[src/mcs_pkg.sv]
// Purpose: Constants and carrier types of the memory and peripheral chip select unit
// Assumes: One 10 MHz clock, synchronous active-low reset
// Notes: Selects and strobes are active low; 1 = deasserted
// Operation
// - Assert lower select for memory accesses inside programmable lower block up to 512K.
// - Lower region bus width selectable as 8 or 16 bits.
// - Float lower select during bus-hold or reset.
// - Assert the matching one of four midrange selects for midrange block accesses.
// - Midrange selects configurable for 8 or 16 bit bus width.
// - Float all midrange selects during bus-hold and reset.
// - Option makes midrange select 0 cover the whole midrange range.
// - Midrange selects timed to the multiplexed bus address phase.
// - Assert matching one of eight peripheral selects; I/O or memory space, programmable base.
// - Float all peripheral selects during bus-hold and reset.
// - Peripheral selects timed to the multiplexed bus address phase.
// - Upper and lower selects assert with early nonmultiplexed address timing.
// - Assert upper select for accesses inside programmable upper block up to 512K.
// - Float upper select during bus-hold and reset.
// - Upper region reset bus width set by the boot width strap.
// - After reset upper select covers 64K from F0000h including FFFF0h.
// - DRAM on upper or lower region puts column strobes on shared midrange pins.
// - Column strobe 0 qualifies low byte writes, strobe 1 high byte writes.
// - Upper DRAM drives row strobe 1 on the shared midrange select pin.
// - Lower DRAM drives row strobe 0 in place of lower select.
package mcs_pkg;
	localparam int ADDR_W = 20;
	localparam int MID_N = 4;
	localparam int PER_N = 8;
	localparam logic [19:0] MAX_BLOCK = 20'h80000;
	localparam logic [19:0] UPPER_RST_BASE = 20'hf0000;
	localparam logic [19:0] UPPER_RST_SIZE = 20'h10000;
	localparam logic [19:0] PER_REGION_SIZE = 20'h00100;
	localparam int PER_SHIFT = 8;
	localparam int CAS_MID_LO = 2;
	localparam int CAS_MID_HI = 1;
	localparam int RAS_MID = 3;

	typedef struct packed {
		logic [19:0] base;
		logic [19:0] size;
		logic isDram;
		logic width16;
	} mcs_region_t;

	typedef struct packed {
		logic [19:0] base;
		logic [19:0] size;
		logic width16;
		logic wholeRange;
	} mcs_mid_cfg_t;

	typedef struct packed {
		logic [19:0] base;
		logic ioSpace;
	} mcs_per_cfg_t;

	typedef struct packed {
		logic [19:0] addr;
		logic isIo;
		logic early;
		logic muxPhase;
		logic active;
	} mcs_cycle_t;

	typedef struct packed {
		logic lower;
		logic upper;
		logic [3:0] mid;
		logic [7:0] per;
		logic [1:0] cas;
		logic [1:0] ras;
	} mcs_sel_t;
endpackage

[src/mcs_range.sv]
`timescale 1ns/1ps
// Purpose: Range hit test for one address window
// Assumes: Size is clipped to the given limit
// Notes: Purely combinational
module mcs_range (
	// Window
	input wire logic [19:0] base,
	input wire logic [19:0] size,
	input wire logic [19:0] limit,
	// Address
	input wire logic [19:0] addr,
	// Result
	output logic hit
);
	logic [19:0] effSize;
	logic [20:0] top;
	always_comb begin
		effSize = (size > limit) ? limit : size;
		top = {1'b0, base} + {1'b0, effSize};
		hit = ({1'b0, addr} >= {1'b0, base}) && ({1'b0, addr} < top);
	end
endmodule

[src/mcs_pins.sv]
`timescale 1ns/1ps
// Purpose: Output stage of the select pins with three-state control
// Assumes: Pullups on the board hold floating pins high
// Notes: Enable high while driving
module mcs_pins (
	// Control
	input wire logic float,
	// Select levels
	input wire mcs_pkg::mcs_sel_t sel,
	// Pins
	output mcs_pkg::mcs_sel_t pinOut,
	output logic pinOe
);
	always_comb begin
		pinOut = float ? '1 : sel;
		pinOe = ~float;
	end
endmodule

[src/mcs_chip_select.sv]
`timescale 1ns/1ps
// Purpose: Address decode and chip select / DRAM strobe generation
// Assumes: Cycle info synchronous to core_clk; configuration stable during cycles
// Notes: Pins lowerSel/rowStrobe0 and mid1-3 / col/row strobes share pads
module mcs_chip_select (
	// Clock and reset
	input wire logic core_clk,
	input wire logic rst_n,
	// Bus cycle
	input wire mcs_pkg::mcs_cycle_t cycle,
	input wire logic write_low_byte_n,
	input wire logic write_high_byte_n,
	input wire logic busHold,
	// Strap
	input wire logic upper_boot_width_strap,
	// Configuration
	input wire logic cfgLoad,
	input wire mcs_pkg::mcs_region_t upperCfg,
	input wire mcs_pkg::mcs_region_t lowerCfg,
	input wire mcs_pkg::mcs_mid_cfg_t midCfg,
	input wire mcs_pkg::mcs_per_cfg_t perCfg,
	// Pins
	output logic lower_mem_select_n,
	output logic upper_mem_select_n,
	output logic [3:0] mid_mem_select_n,
	output logic [7:0] periph_select_n,
	output logic selOe,
	// Status
	output logic busWidth16,
	output logic upperWidth16
);
	typedef enum logic [2:0] {
		ST_RESET = 3'b001,
		ST_BOOT = 3'b010,
		ST_RUN = 3'b100
	} mcs_state_t;

	typedef struct packed {
		mcs_state_t st;
		mcs_pkg::mcs_region_t up;
		mcs_pkg::mcs_region_t lo;
		mcs_pkg::mcs_mid_cfg_t mid;
		mcs_pkg::mcs_per_cfg_t per;
		mcs_pkg::mcs_sel_t sel;
		logic width16;
		logic strapW16;
		logic inReset;
	} mcs_regs_t;

	mcs_regs_t r;
	mcs_regs_t next_r;
	logic hitUp;
	logic hitLo;
	logic hitMid;
	logic [3:0] hitMidSub;
	logic [7:0] hitPer;
	logic [19:0] midSub;
	mcs_pkg::mcs_sel_t pinVal;
	logic pinEn;

	mcs_range uUp (
		.base(r.up.base),
		.size(r.up.size),
		.limit(mcs_pkg::MAX_BLOCK),
		.addr(cycle.addr),
		.hit(hitUp)
	);
	mcs_range uLo (
		.base(r.lo.base),
		.size(r.lo.size),
		.limit(mcs_pkg::MAX_BLOCK),
		.addr(cycle.addr),
		.hit(hitLo)
	);
	mcs_range uMid (
		.base(r.mid.base),
		.size(r.mid.size),
		.limit(mcs_pkg::MAX_BLOCK),
		.addr(cycle.addr),
		.hit(hitMid)
	);

	assign midSub = r.mid.size >> 2;
	genvar gi;
	generate
		for (gi = 0; gi < mcs_pkg::MID_N; gi++) begin : gMid
			logic [19:0] off;
			assign off = cycle.addr - r.mid.base;
			assign hitMidSub[gi] = hitMid && (midSub != 20'h00000)
				&& ((off / midSub) == 20'(gi));
		end
		for (gi = 0; gi < mcs_pkg::PER_N; gi++) begin : gPer
			logic [19:0] lo;
			assign lo = r.per.base + 20'(gi << mcs_pkg::PER_SHIFT);
			assign hitPer[gi] = (cycle.addr >= lo)
				&& (cycle.addr < lo + mcs_pkg::PER_REGION_SIZE)
				&& (cycle.isIo == r.per.ioSpace);
		end
	endgenerate

	always_comb begin
		next_r = r;
		next_r.sel = '1;
		next_r.width16 = 1'b0;
		next_r.inReset = 1'b0;
		case (r.st)
			ST_RESET: begin
				next_r.strapW16 = ~upper_boot_width_strap;
				next_r.up.base = mcs_pkg::UPPER_RST_BASE;
				next_r.up.size = mcs_pkg::UPPER_RST_SIZE;
				next_r.up.isDram = 1'b0;
				next_r.up.width16 = ~upper_boot_width_strap;
				next_r.st = ST_BOOT;
			end
			ST_BOOT, ST_RUN: begin
				if (cfgLoad) begin
					next_r.up = upperCfg;
					next_r.lo = lowerCfg;
					next_r.mid = midCfg;
					next_r.per = perCfg;
					next_r.st = ST_RUN;
				end
				if (cycle.active && !cycle.isIo) begin
					if (cycle.early) begin
						if (hitUp && !r.up.isDram) begin
							next_r.sel.upper = 1'b0;
						end
						if (hitUp && r.up.isDram) begin
							next_r.sel.ras[1] = 1'b0;
						end
						if (hitLo && !r.lo.isDram) begin
							next_r.sel.lower = 1'b0;
						end
						if (hitLo && r.lo.isDram) begin
							next_r.sel.ras[0] = 1'b0;
						end
						if (hitUp) begin
							next_r.width16 = r.up.width16;
						end else if (hitLo) begin
							next_r.width16 = r.lo.width16;
						end
					end
					if (cycle.muxPhase && hitMid) begin
						if (r.mid.wholeRange) begin
							next_r.sel.mid[0] = 1'b0;
						end else begin
							next_r.sel.mid = ~hitMidSub;
						end
						next_r.width16 = r.mid.width16;
					end
					if (cycle.muxPhase && ((hitUp && r.up.isDram) || (hitLo && r.lo.isDram))) begin
						next_r.sel.cas[0] = write_low_byte_n;
						next_r.sel.cas[1] = write_high_byte_n;
					end
				end
				if (cycle.active && cycle.muxPhase) begin
					next_r.sel.per = ~hitPer;
				end
			end
			default: begin
				next_r.st = ST_RESET;
			end
		endcase
	end

	always_ff @(posedge core_clk) begin
		if (!rst_n) begin
			r <= '0;
			r.st <= ST_RESET;
			r.sel <= '1;
			r.inReset <= 1'b1;
		end else begin
			r <= next_r;
		end
	end

	mcs_pins uPins (
		.float(busHold || r.inReset || !rst_n),
		.sel(r.sel),
		.pinOut(pinVal),
		.pinOe(pinEn)
	);

	always_comb begin
		lower_mem_select_n = r.lo.isDram ? pinVal.ras[0] : pinVal.lower;
		upper_mem_select_n = pinVal.upper;
		periph_select_n = pinVal.per;
		mid_mem_select_n = pinVal.mid;
		if (r.up.isDram || r.lo.isDram) begin
			mid_mem_select_n[mcs_pkg::CAS_MID_LO] = pinVal.cas[0];
			mid_mem_select_n[mcs_pkg::CAS_MID_HI] = pinVal.cas[1];
		end
		if (r.up.isDram) begin
			mid_mem_select_n[mcs_pkg::RAS_MID] = pinVal.ras[1];
		end
		selOe = pinEn;
		busWidth16 = r.width16;
		upperWidth16 = r.up.width16;
	end

	idle_high_a: assert property (@(posedge core_clk) disable iff (!rst_n)
		!$past(cycle.active) |-> r.sel == '1) else $error("select active outside cycle");
	boot_fetch_a: assert property (@(posedge core_clk) disable iff (!rst_n)
		(r.st == ST_BOOT && cycle.active && cycle.early && !cycle.isIo
		&& cycle.addr == 20'hffff0) |=> !r.sel.upper) else $error("boot fetch missed");
	hold_float_a: assert property (@(posedge core_clk) disable iff (!rst_n)
		busHold |-> !selOe && upper_mem_select_n) else $error("driven in hold");
	mid_whole_a: assert property (@(posedge core_clk) disable iff (!rst_n)
		r.mid.wholeRange |-> r.sel.mid[3:1] == 3'h7) else $error("mid subregion on");
	mid_timing_a: assert property (@(posedge core_clk) disable iff (!rst_n)
		!$past(cycle.muxPhase) |-> r.sel.mid == 4'hf) else $error("mid early");
	per_timing_a: assert property (@(posedge core_clk) disable iff (!rst_n)
		!$past(cycle.muxPhase) |-> r.sel.per == 8'hff) else $error("per early");
	per_onehot_a: assert property (@(posedge core_clk) disable iff (!rst_n)
		$countones(~r.sel.per) <= 1) else $error("two periph selects");
	lo_dram_a: assert property (@(posedge core_clk) disable iff (!rst_n)
		r.lo.isDram |-> r.sel.lower) else $error("lower select in DRAM mode");
	cas_byte_a: assert property (@(posedge core_clk) disable iff (!rst_n)
		!r.sel.cas[0] |-> $past(write_low_byte_n) == 1'b0) else $error("cas0 mismatch");

	cov_upper: cover property (@(posedge core_clk) !r.sel.upper);
	cov_per: cover property (@(posedge core_clk) r.sel.per != 8'hff);
	cov_ras: cover property (@(posedge core_clk) r.sel.ras != 2'h3);
	cov_mid: cover property (@(posedge core_clk) r.sel.mid != 4'hf);
	cov_cas: cover property (@(posedge core_clk) r.sel.cas != 2'h3);

	reset_float_a: assert property (@(posedge core_clk)
		!rst_n |-> !selOe && lower_mem_select_n && upper_mem_select_n
		&& mid_mem_select_n == 4'hf && periph_select_n == 8'hff) else $error("driven in reset");

	hold_lower_a: assert property (@(posedge core_clk) disable iff (!rst_n)
		busHold |-> lower_mem_select_n) else $error("lower driven in hold");

	hold_mid_a: assert property (@(posedge core_clk) disable iff (!rst_n)
		busHold |-> mid_mem_select_n == 4'hf) else $error("midrange driven in hold");

	hold_per_a: assert property (@(posedge core_clk) disable iff (!rst_n)
		busHold |-> periph_select_n == 8'hff) else $error("peripheral driven in hold");

	run_drive_a: assert property (@(posedge core_clk) disable iff (!rst_n)
		!busHold && r.st != ST_RESET |-> selOe) else $error("pins floated in run");

	upper_hit_a: assert property (@(posedge core_clk) disable iff (!rst_n)
		cycle.active && cycle.early && !cycle.isIo && hitUp && !r.up.isDram
		&& r.st != ST_RESET |=> !r.sel.upper) else $error("upper select missed");

	lower_hit_a: assert property (@(posedge core_clk) disable iff (!rst_n)
		cycle.active && cycle.early && !cycle.isIo && hitLo && !r.lo.isDram
		&& r.st != ST_RESET |=> !r.sel.lower) else $error("lower select missed");

	ras1_hit_a: assert property (@(posedge core_clk) disable iff (!rst_n)
		cycle.active && cycle.early && !cycle.isIo && hitUp && r.up.isDram
		&& r.st != ST_RESET |=> !r.sel.ras[1]) else $error("row strobe 1 missed");

	ras0_hit_a: assert property (@(posedge core_clk) disable iff (!rst_n)
		cycle.active && cycle.early && !cycle.isIo && hitLo && r.lo.isDram
		&& r.st != ST_RESET |=> !r.sel.ras[0]) else $error("row strobe 0 missed");

	lower_width_a: assert property (@(posedge core_clk) disable iff (!rst_n)
		cycle.active && cycle.early && !cycle.isIo && hitLo && !hitUp && !cycle.muxPhase
		&& r.st != ST_RESET |=> busWidth16 == $past(r.lo.width16)) else $error("lower width");

	mid_width_a: assert property (@(posedge core_clk) disable iff (!rst_n)
		cycle.active && cycle.muxPhase && !cycle.isIo && hitMid && r.st != ST_RESET
		|=> busWidth16 == $past(r.mid.width16)) else $error("midrange width");

	early_only_a: assert property (@(posedge core_clk) disable iff (!rst_n)
		!$past(cycle.early) |-> r.sel.upper && r.sel.lower && r.sel.ras == 2'h3)
		else $error("upper or lower select late");

	cas_mux_a: assert property (@(posedge core_clk) disable iff (!rst_n)
		!$past(cycle.muxPhase) |-> r.sel.cas == 2'h3) else $error("column strobe early");

	cas_hi_a: assert property (@(posedge core_clk) disable iff (!rst_n)
		!r.sel.cas[1] |-> $past(write_high_byte_n) == 1'b0) else $error("cas1 mismatch");

	mid_onehot_a: assert property (@(posedge core_clk) disable iff (!rst_n)
		$countones(~r.sel.mid) <= 1) else $error("two midrange selects");

	mid_sub_a: assert property (@(posedge core_clk) disable iff (!rst_n)
		cycle.active && cycle.muxPhase && !cycle.isIo && hitMidSub[0] && r.st != ST_RESET
		|=> !r.sel.mid[0]) else $error("midrange select 0 missed");

	mid_whole_hit_a: assert property (@(posedge core_clk) disable iff (!rst_n)
		cycle.active && cycle.muxPhase && !cycle.isIo && hitMid && r.mid.wholeRange
		&& r.st != ST_RESET |=> !r.sel.mid[0]) else $error("whole range select missed");

	per_space_a: assert property (@(posedge core_clk) disable iff (!rst_n)
		cycle.active && cycle.muxPhase && cycle.isIo != r.per.ioSpace
		|=> r.sel.per == 8'hff) else $error("peripheral select in wrong space");

	io_no_mem_a: assert property (@(posedge core_clk) disable iff (!rst_n)
		cycle.active && cycle.isIo |=> r.sel.upper && r.sel.lower && r.sel.mid == 4'hf
		&& r.sel.ras == 2'h3 && r.sel.cas == 2'h3) else $error("memory select on I/O");

	boot_window_a: assert property (@(posedge core_clk) disable iff (!rst_n)
		r.st == ST_BOOT |-> r.up.base == mcs_pkg::UPPER_RST_BASE
		&& r.up.size == mcs_pkg::UPPER_RST_SIZE) else $error("boot window wrong");

	strap_width_a: assert property (@(posedge core_clk) disable iff (!rst_n)
		$past(r.st) == ST_RESET && r.st == ST_BOOT
		|-> upperWidth16 == !$past(upper_boot_width_strap)) else $error("boot width wrong");

	strap_hold_a: assert property (@(posedge core_clk) disable iff (!rst_n)
		r.st == ST_BOOT |-> upperWidth16 == r.strapW16) else $error("boot width lost");

	mid_pin_a: assert property (@(posedge core_clk) disable iff (!rst_n)
		!r.up.isDram && !r.lo.isDram && selOe |-> mid_mem_select_n == r.sel.mid)
		else $error("midrange pin mismatch");

	ras0_pin_a: assert property (@(posedge core_clk) disable iff (!rst_n)
		r.lo.isDram && selOe |-> lower_mem_select_n == r.sel.ras[0]) else $error("ras0 pin");
endmodule

[config.mk]
export PLATFORM = sky130hd
export DESIGN_NAME = mcs_chip_select
export DESIGN_NICKNAME = d
export VERILOG_FILES = /design/src/mcs_pkg.sv /design/src/mcs_range.sv /design/src/mcs_pins.sv /design/src/mcs_chip_select.sv
export SDC_FILE = /design/constraint.sdc
export NUM_CORES = 1
export LEC_CHECK = 0
export BUFFER_PORTS_ARGS = -buffer_cell sky130_fd_sc_hd__buf_2
export CORE_ASPECT_RATIO = 0.8
export CORE_MARGIN = 4
export CORE_UTILIZATION = 40
export DETAILED_ROUTE_END_ITERATION = 8
export MAX_ROUTING_LAYER = met4
export SKIP_CTS_REPAIR_TIMING = 1
export SLEW_MARGIN = 10
export SYNTH_ARGS = -nofsm -noshare
export SYNTH_HDL_FRONTEND = slang
export SYNTH_HIERARCHICAL = 1
export SYNTH_SLANG_ARGS = --single-unit
export TNS_END_PERCENT = 100
[constraint.sdc]
create_clock -name core_clk -period 52.6 [get_ports core_clk]
set_input_delay 2.63 -clock core_clk [delete_from_list [all_inputs] [get_ports core_clk]]
set_output_delay 2.63 -clock core_clk [all_outputs]
set_load 0.05 [all_outputs]
==> impl_metrics.py <==
metrics = {
    "status": {
        "status": "finished, final reports clean",
    },
    "clock_network": {
        "tritoncts": "built",
        "cts_buffers": 17,
        "cts.sinks": 170,
        "ctsHtreeMaxLevel": 4,
        "insertion_delay_ps": 510,
        "path_clk_slew_ps": 90,
        "clockRootBuffer": "clkbuf_16",
        "clock_path_buffers": 2,
    },
    "synth": {
        "synthAdderAreaFrac": 0.258,
        "yosysWarnings": 6,
        "yosysMostFrequentCell": "ha_1",
        "synthFlopType": "dfxtp_1",
        "ys_seq_elements": 170,
        "yosysTopAreaCell": "ha_1",
        "synth_top_family_by_area": "adder cells",
        "synth_top_area_share": 0.255,
        "yosys.area_share.simple": 0.219,
        "synth_cells": 4272,
        "synthTopCellsByArea": "ha_1 26%, dfxtp_1 11%, a21oi_1 6.8%",
        "ys_types": 98,
        "synth_compound_area_frac": 0.244,
        "synth-async-reset-ratio": 0,
        "ys_top_cells_by_count": "644 x ha_1, 504 x nand2_1, 429 x a21oi_1",
        "syn_area_sq_um": 31600,
        "synthMuxAreaShare": 0.0410,
        "yosysSeqAreaShare": 0.108,
        "synthXorXnorAreaFrac": 0.0799,
        "synth_edf_count": 0,
        "synth_area_per_cell_sq_um": 7.39,
    },
    "sta": {
        "rsz0062_at_grt": "no",
        "finalHoldViolCount": 0,
        "worst_slew_margin_rel": 0.246,
        "drv_slew": 0,
        "tightest_slew_ps": 1120,
        "fin_crit_ps": 47550,
        "fin_crit_sh": 0.904,
        "setup_viol": 0,
        "fmax_mhz": 21.0,
        "timing.hold.ws_ps": 457,
        "fin_setup_tns_ps": 0,
        "skew_ps": 16.6,
    },
    "floorplan": {
        "ios": 195,
        "die_h_um": 259,
        "initial_utilization": 0.406,
        "row_count": 91,
        "fp.coreArea_sq_um": 77700,
        "fp.dieArea_sq_um": 83500,
        "die_x_um": 322,
    },
    "grt": {
        "grt_first_pass_wirelength_um": 167000,
        "grt_pass1_vias": 29414,
        "grt_max_degree": 93,
        "grt_remaining_overflow": 0,
        "track_usage": 0.260,
        "antenna_found_initial": 7,
    },
    "critical_path": {
        "critPathArrivalTime_ps": 47990,
        "cp.required_ps": 53040,
        "reg2reg_depth": 168,
        "end_kind": "flip-flop",
        "path_depth": 169,
        "path_max_fanout": 22,
        "path_buf_inv": 10,
        "worst_setup_path_start_kind": "input port",
        "crit_type": "input port to flip-flop",
        "r2r-start": "r[75]",
        "timing.rr.end": "r[18]",
        "reg2reg_slack_ps": 7040,
        "slowest_stage": "a41oi_1",
        "critPathTopFamily": "compound AO/OA/AOI/OAI gates",
        "crit_path_max_incr_delay_ps": 920,
        "critPathMostFrequentCell": "a21oi_1",
    },
    "final_layout": {
        "final_nets": 5347,
        "drive_above_1_share": 0.0953,
        "fin_util": 0.446,
        "area_growth_pct": 9.80,
    },
    "job": {
        "max_cap_violations": 0,
    },
    "route": {
        "wl_um": 108000,
        "routedWlPerCell_um": 19.4,
        "vias": 31892,
        "drc": 0,
        "first_pass_iters": 6,
        "postRouteAntennaNets": 0,
        "vias_per_cell": 5.73,
        "drt-initial-drc-count": 2894,
    },
    "min_path": {
        "hold_path_depth": 2,
        "min_to": "r[27]",
        "hp-class": "flip-flop to flip-flop",
        "min-delay-start": "r[27]",
    },
    "place": {
        "hpwl_um": 85600,
        "port_buffers": 194,
        "gp_congestion": 0.987,
    },
}
## cell type report
cell class | instances | area, sq um
Multi-Input combinational cell | 3820 | 27000
Antenna cell | 7 | 17.5
Inverter | 281 | 1060
Fill cell | 8073 | 43000
Clock inverter | 15 | 191
Tap cell | 1023 | 1280
Sequential cell | 170 | 3400
Timing Repair Buffer | 231 | 1250
Clock buffer | 17 | 425
## cells in the final DEF, fill, tap and decap left out, drive strengths merged, types with 15 or more instances in the layout
master / netlist / routed
mux2i: 15 / 15
or3: 50 / 50
o21bai: 20 / 20
nand2b: 38 / 38
nand3: 127 / 127
nor3: 133 / 133
and2: 24 / 24
and3: 25 / 25
a21o: 115 / 115
nor2b: 51 / 51
o21ai: 189 / 189
conb: 2 / 120
or2: 51 / 51
a211o: 15 / 15
nor4: 29 / 29
ha: 644 / 644
a211oi: 43 / 43
o31ai: 16 / 16
xor2: 102 / 102
nor2: 308 / 308
a21oi: 431 / 431
o211ai: 49 / 49
dfxtp: 170 / 170
clkbuf: 98 / 17
buf: 21 / 231
nand2: 505 / 505
mux2: 99 / 99
nand4: 53 / 53
a21boi: 19 / 19
and4: 15 / 15
xnor2: 186 / 186
o21a: 94 / 94
a31oi: 44 / 44
inv: 278 / 286
## per-layer routing
| layer | global-route usage | up-vias | wire (um) |
|---|---|---|---|
| li1 | - | 15972 | - |
| met1 | 0.373 | 14734 | 53100 |
| met2 | 0.376 | 1077 | 44100 |
| met3 | 0.0479 | 109 | 8810 |
| met4 | 0.0614 | 0 | 2170 |
| met5 | - | - | 0 |
## per-stage QoR
step	worst slack, ps	instances	area [sq um]
5_1_grt	1250	5564	34600
2_1_floorplan	12280	4390	32000
4_1_cts	5930	5557	34600
3_3_place_gp	6600	5525	34000
6_report	5050	5564	34600
3_5_place_dp	5550	5525	34000
## cells by family after synthesis
family	count (synthesis)
fa+ha+maj	648
xor+xnor	288
simple gates	1453
other cells	2
compound gates	1197
buf+inv	400
mux	114
flops	170
## worst reg2reg max path, delay by kind of cell, from the launching register on
family	cells	cell delay, ps
multiplexers	7	2300
flip-flops	1	460
AO/OA/AOI/OAI	89	24660
AND/OR/NAND/NOR	42	9930
buffers and inverters	9	1450
adder cells (fa/ha/maj)	21	6770
## registers in the layout, indices dropped and copies added, names as in the netlist
signal / cells
busWidth16: 1
midSub: 18
r: 150
upperWidth16: 1
## worst max-delay path by stage
| stage | to | slack [ps] | startpoint |
|---|---|---|---|
| after floorplan | r[18] | 12280 | cycle[16] |
| after global placement | r[18] | 6600 | cycle[16] |
| after detailed placement | r[18] | 5550 | cycle[16] |
| after CTS | r[18] | 5930 | cycle[16] |
| after global routing | r[18] | 1250 | cycle[15] |
| final | r[18] | 5050 | cycle[16] |
Power is not shown: default switching activity piles up to over one toggle a cycle in this logic, so the estimate is an artifact.
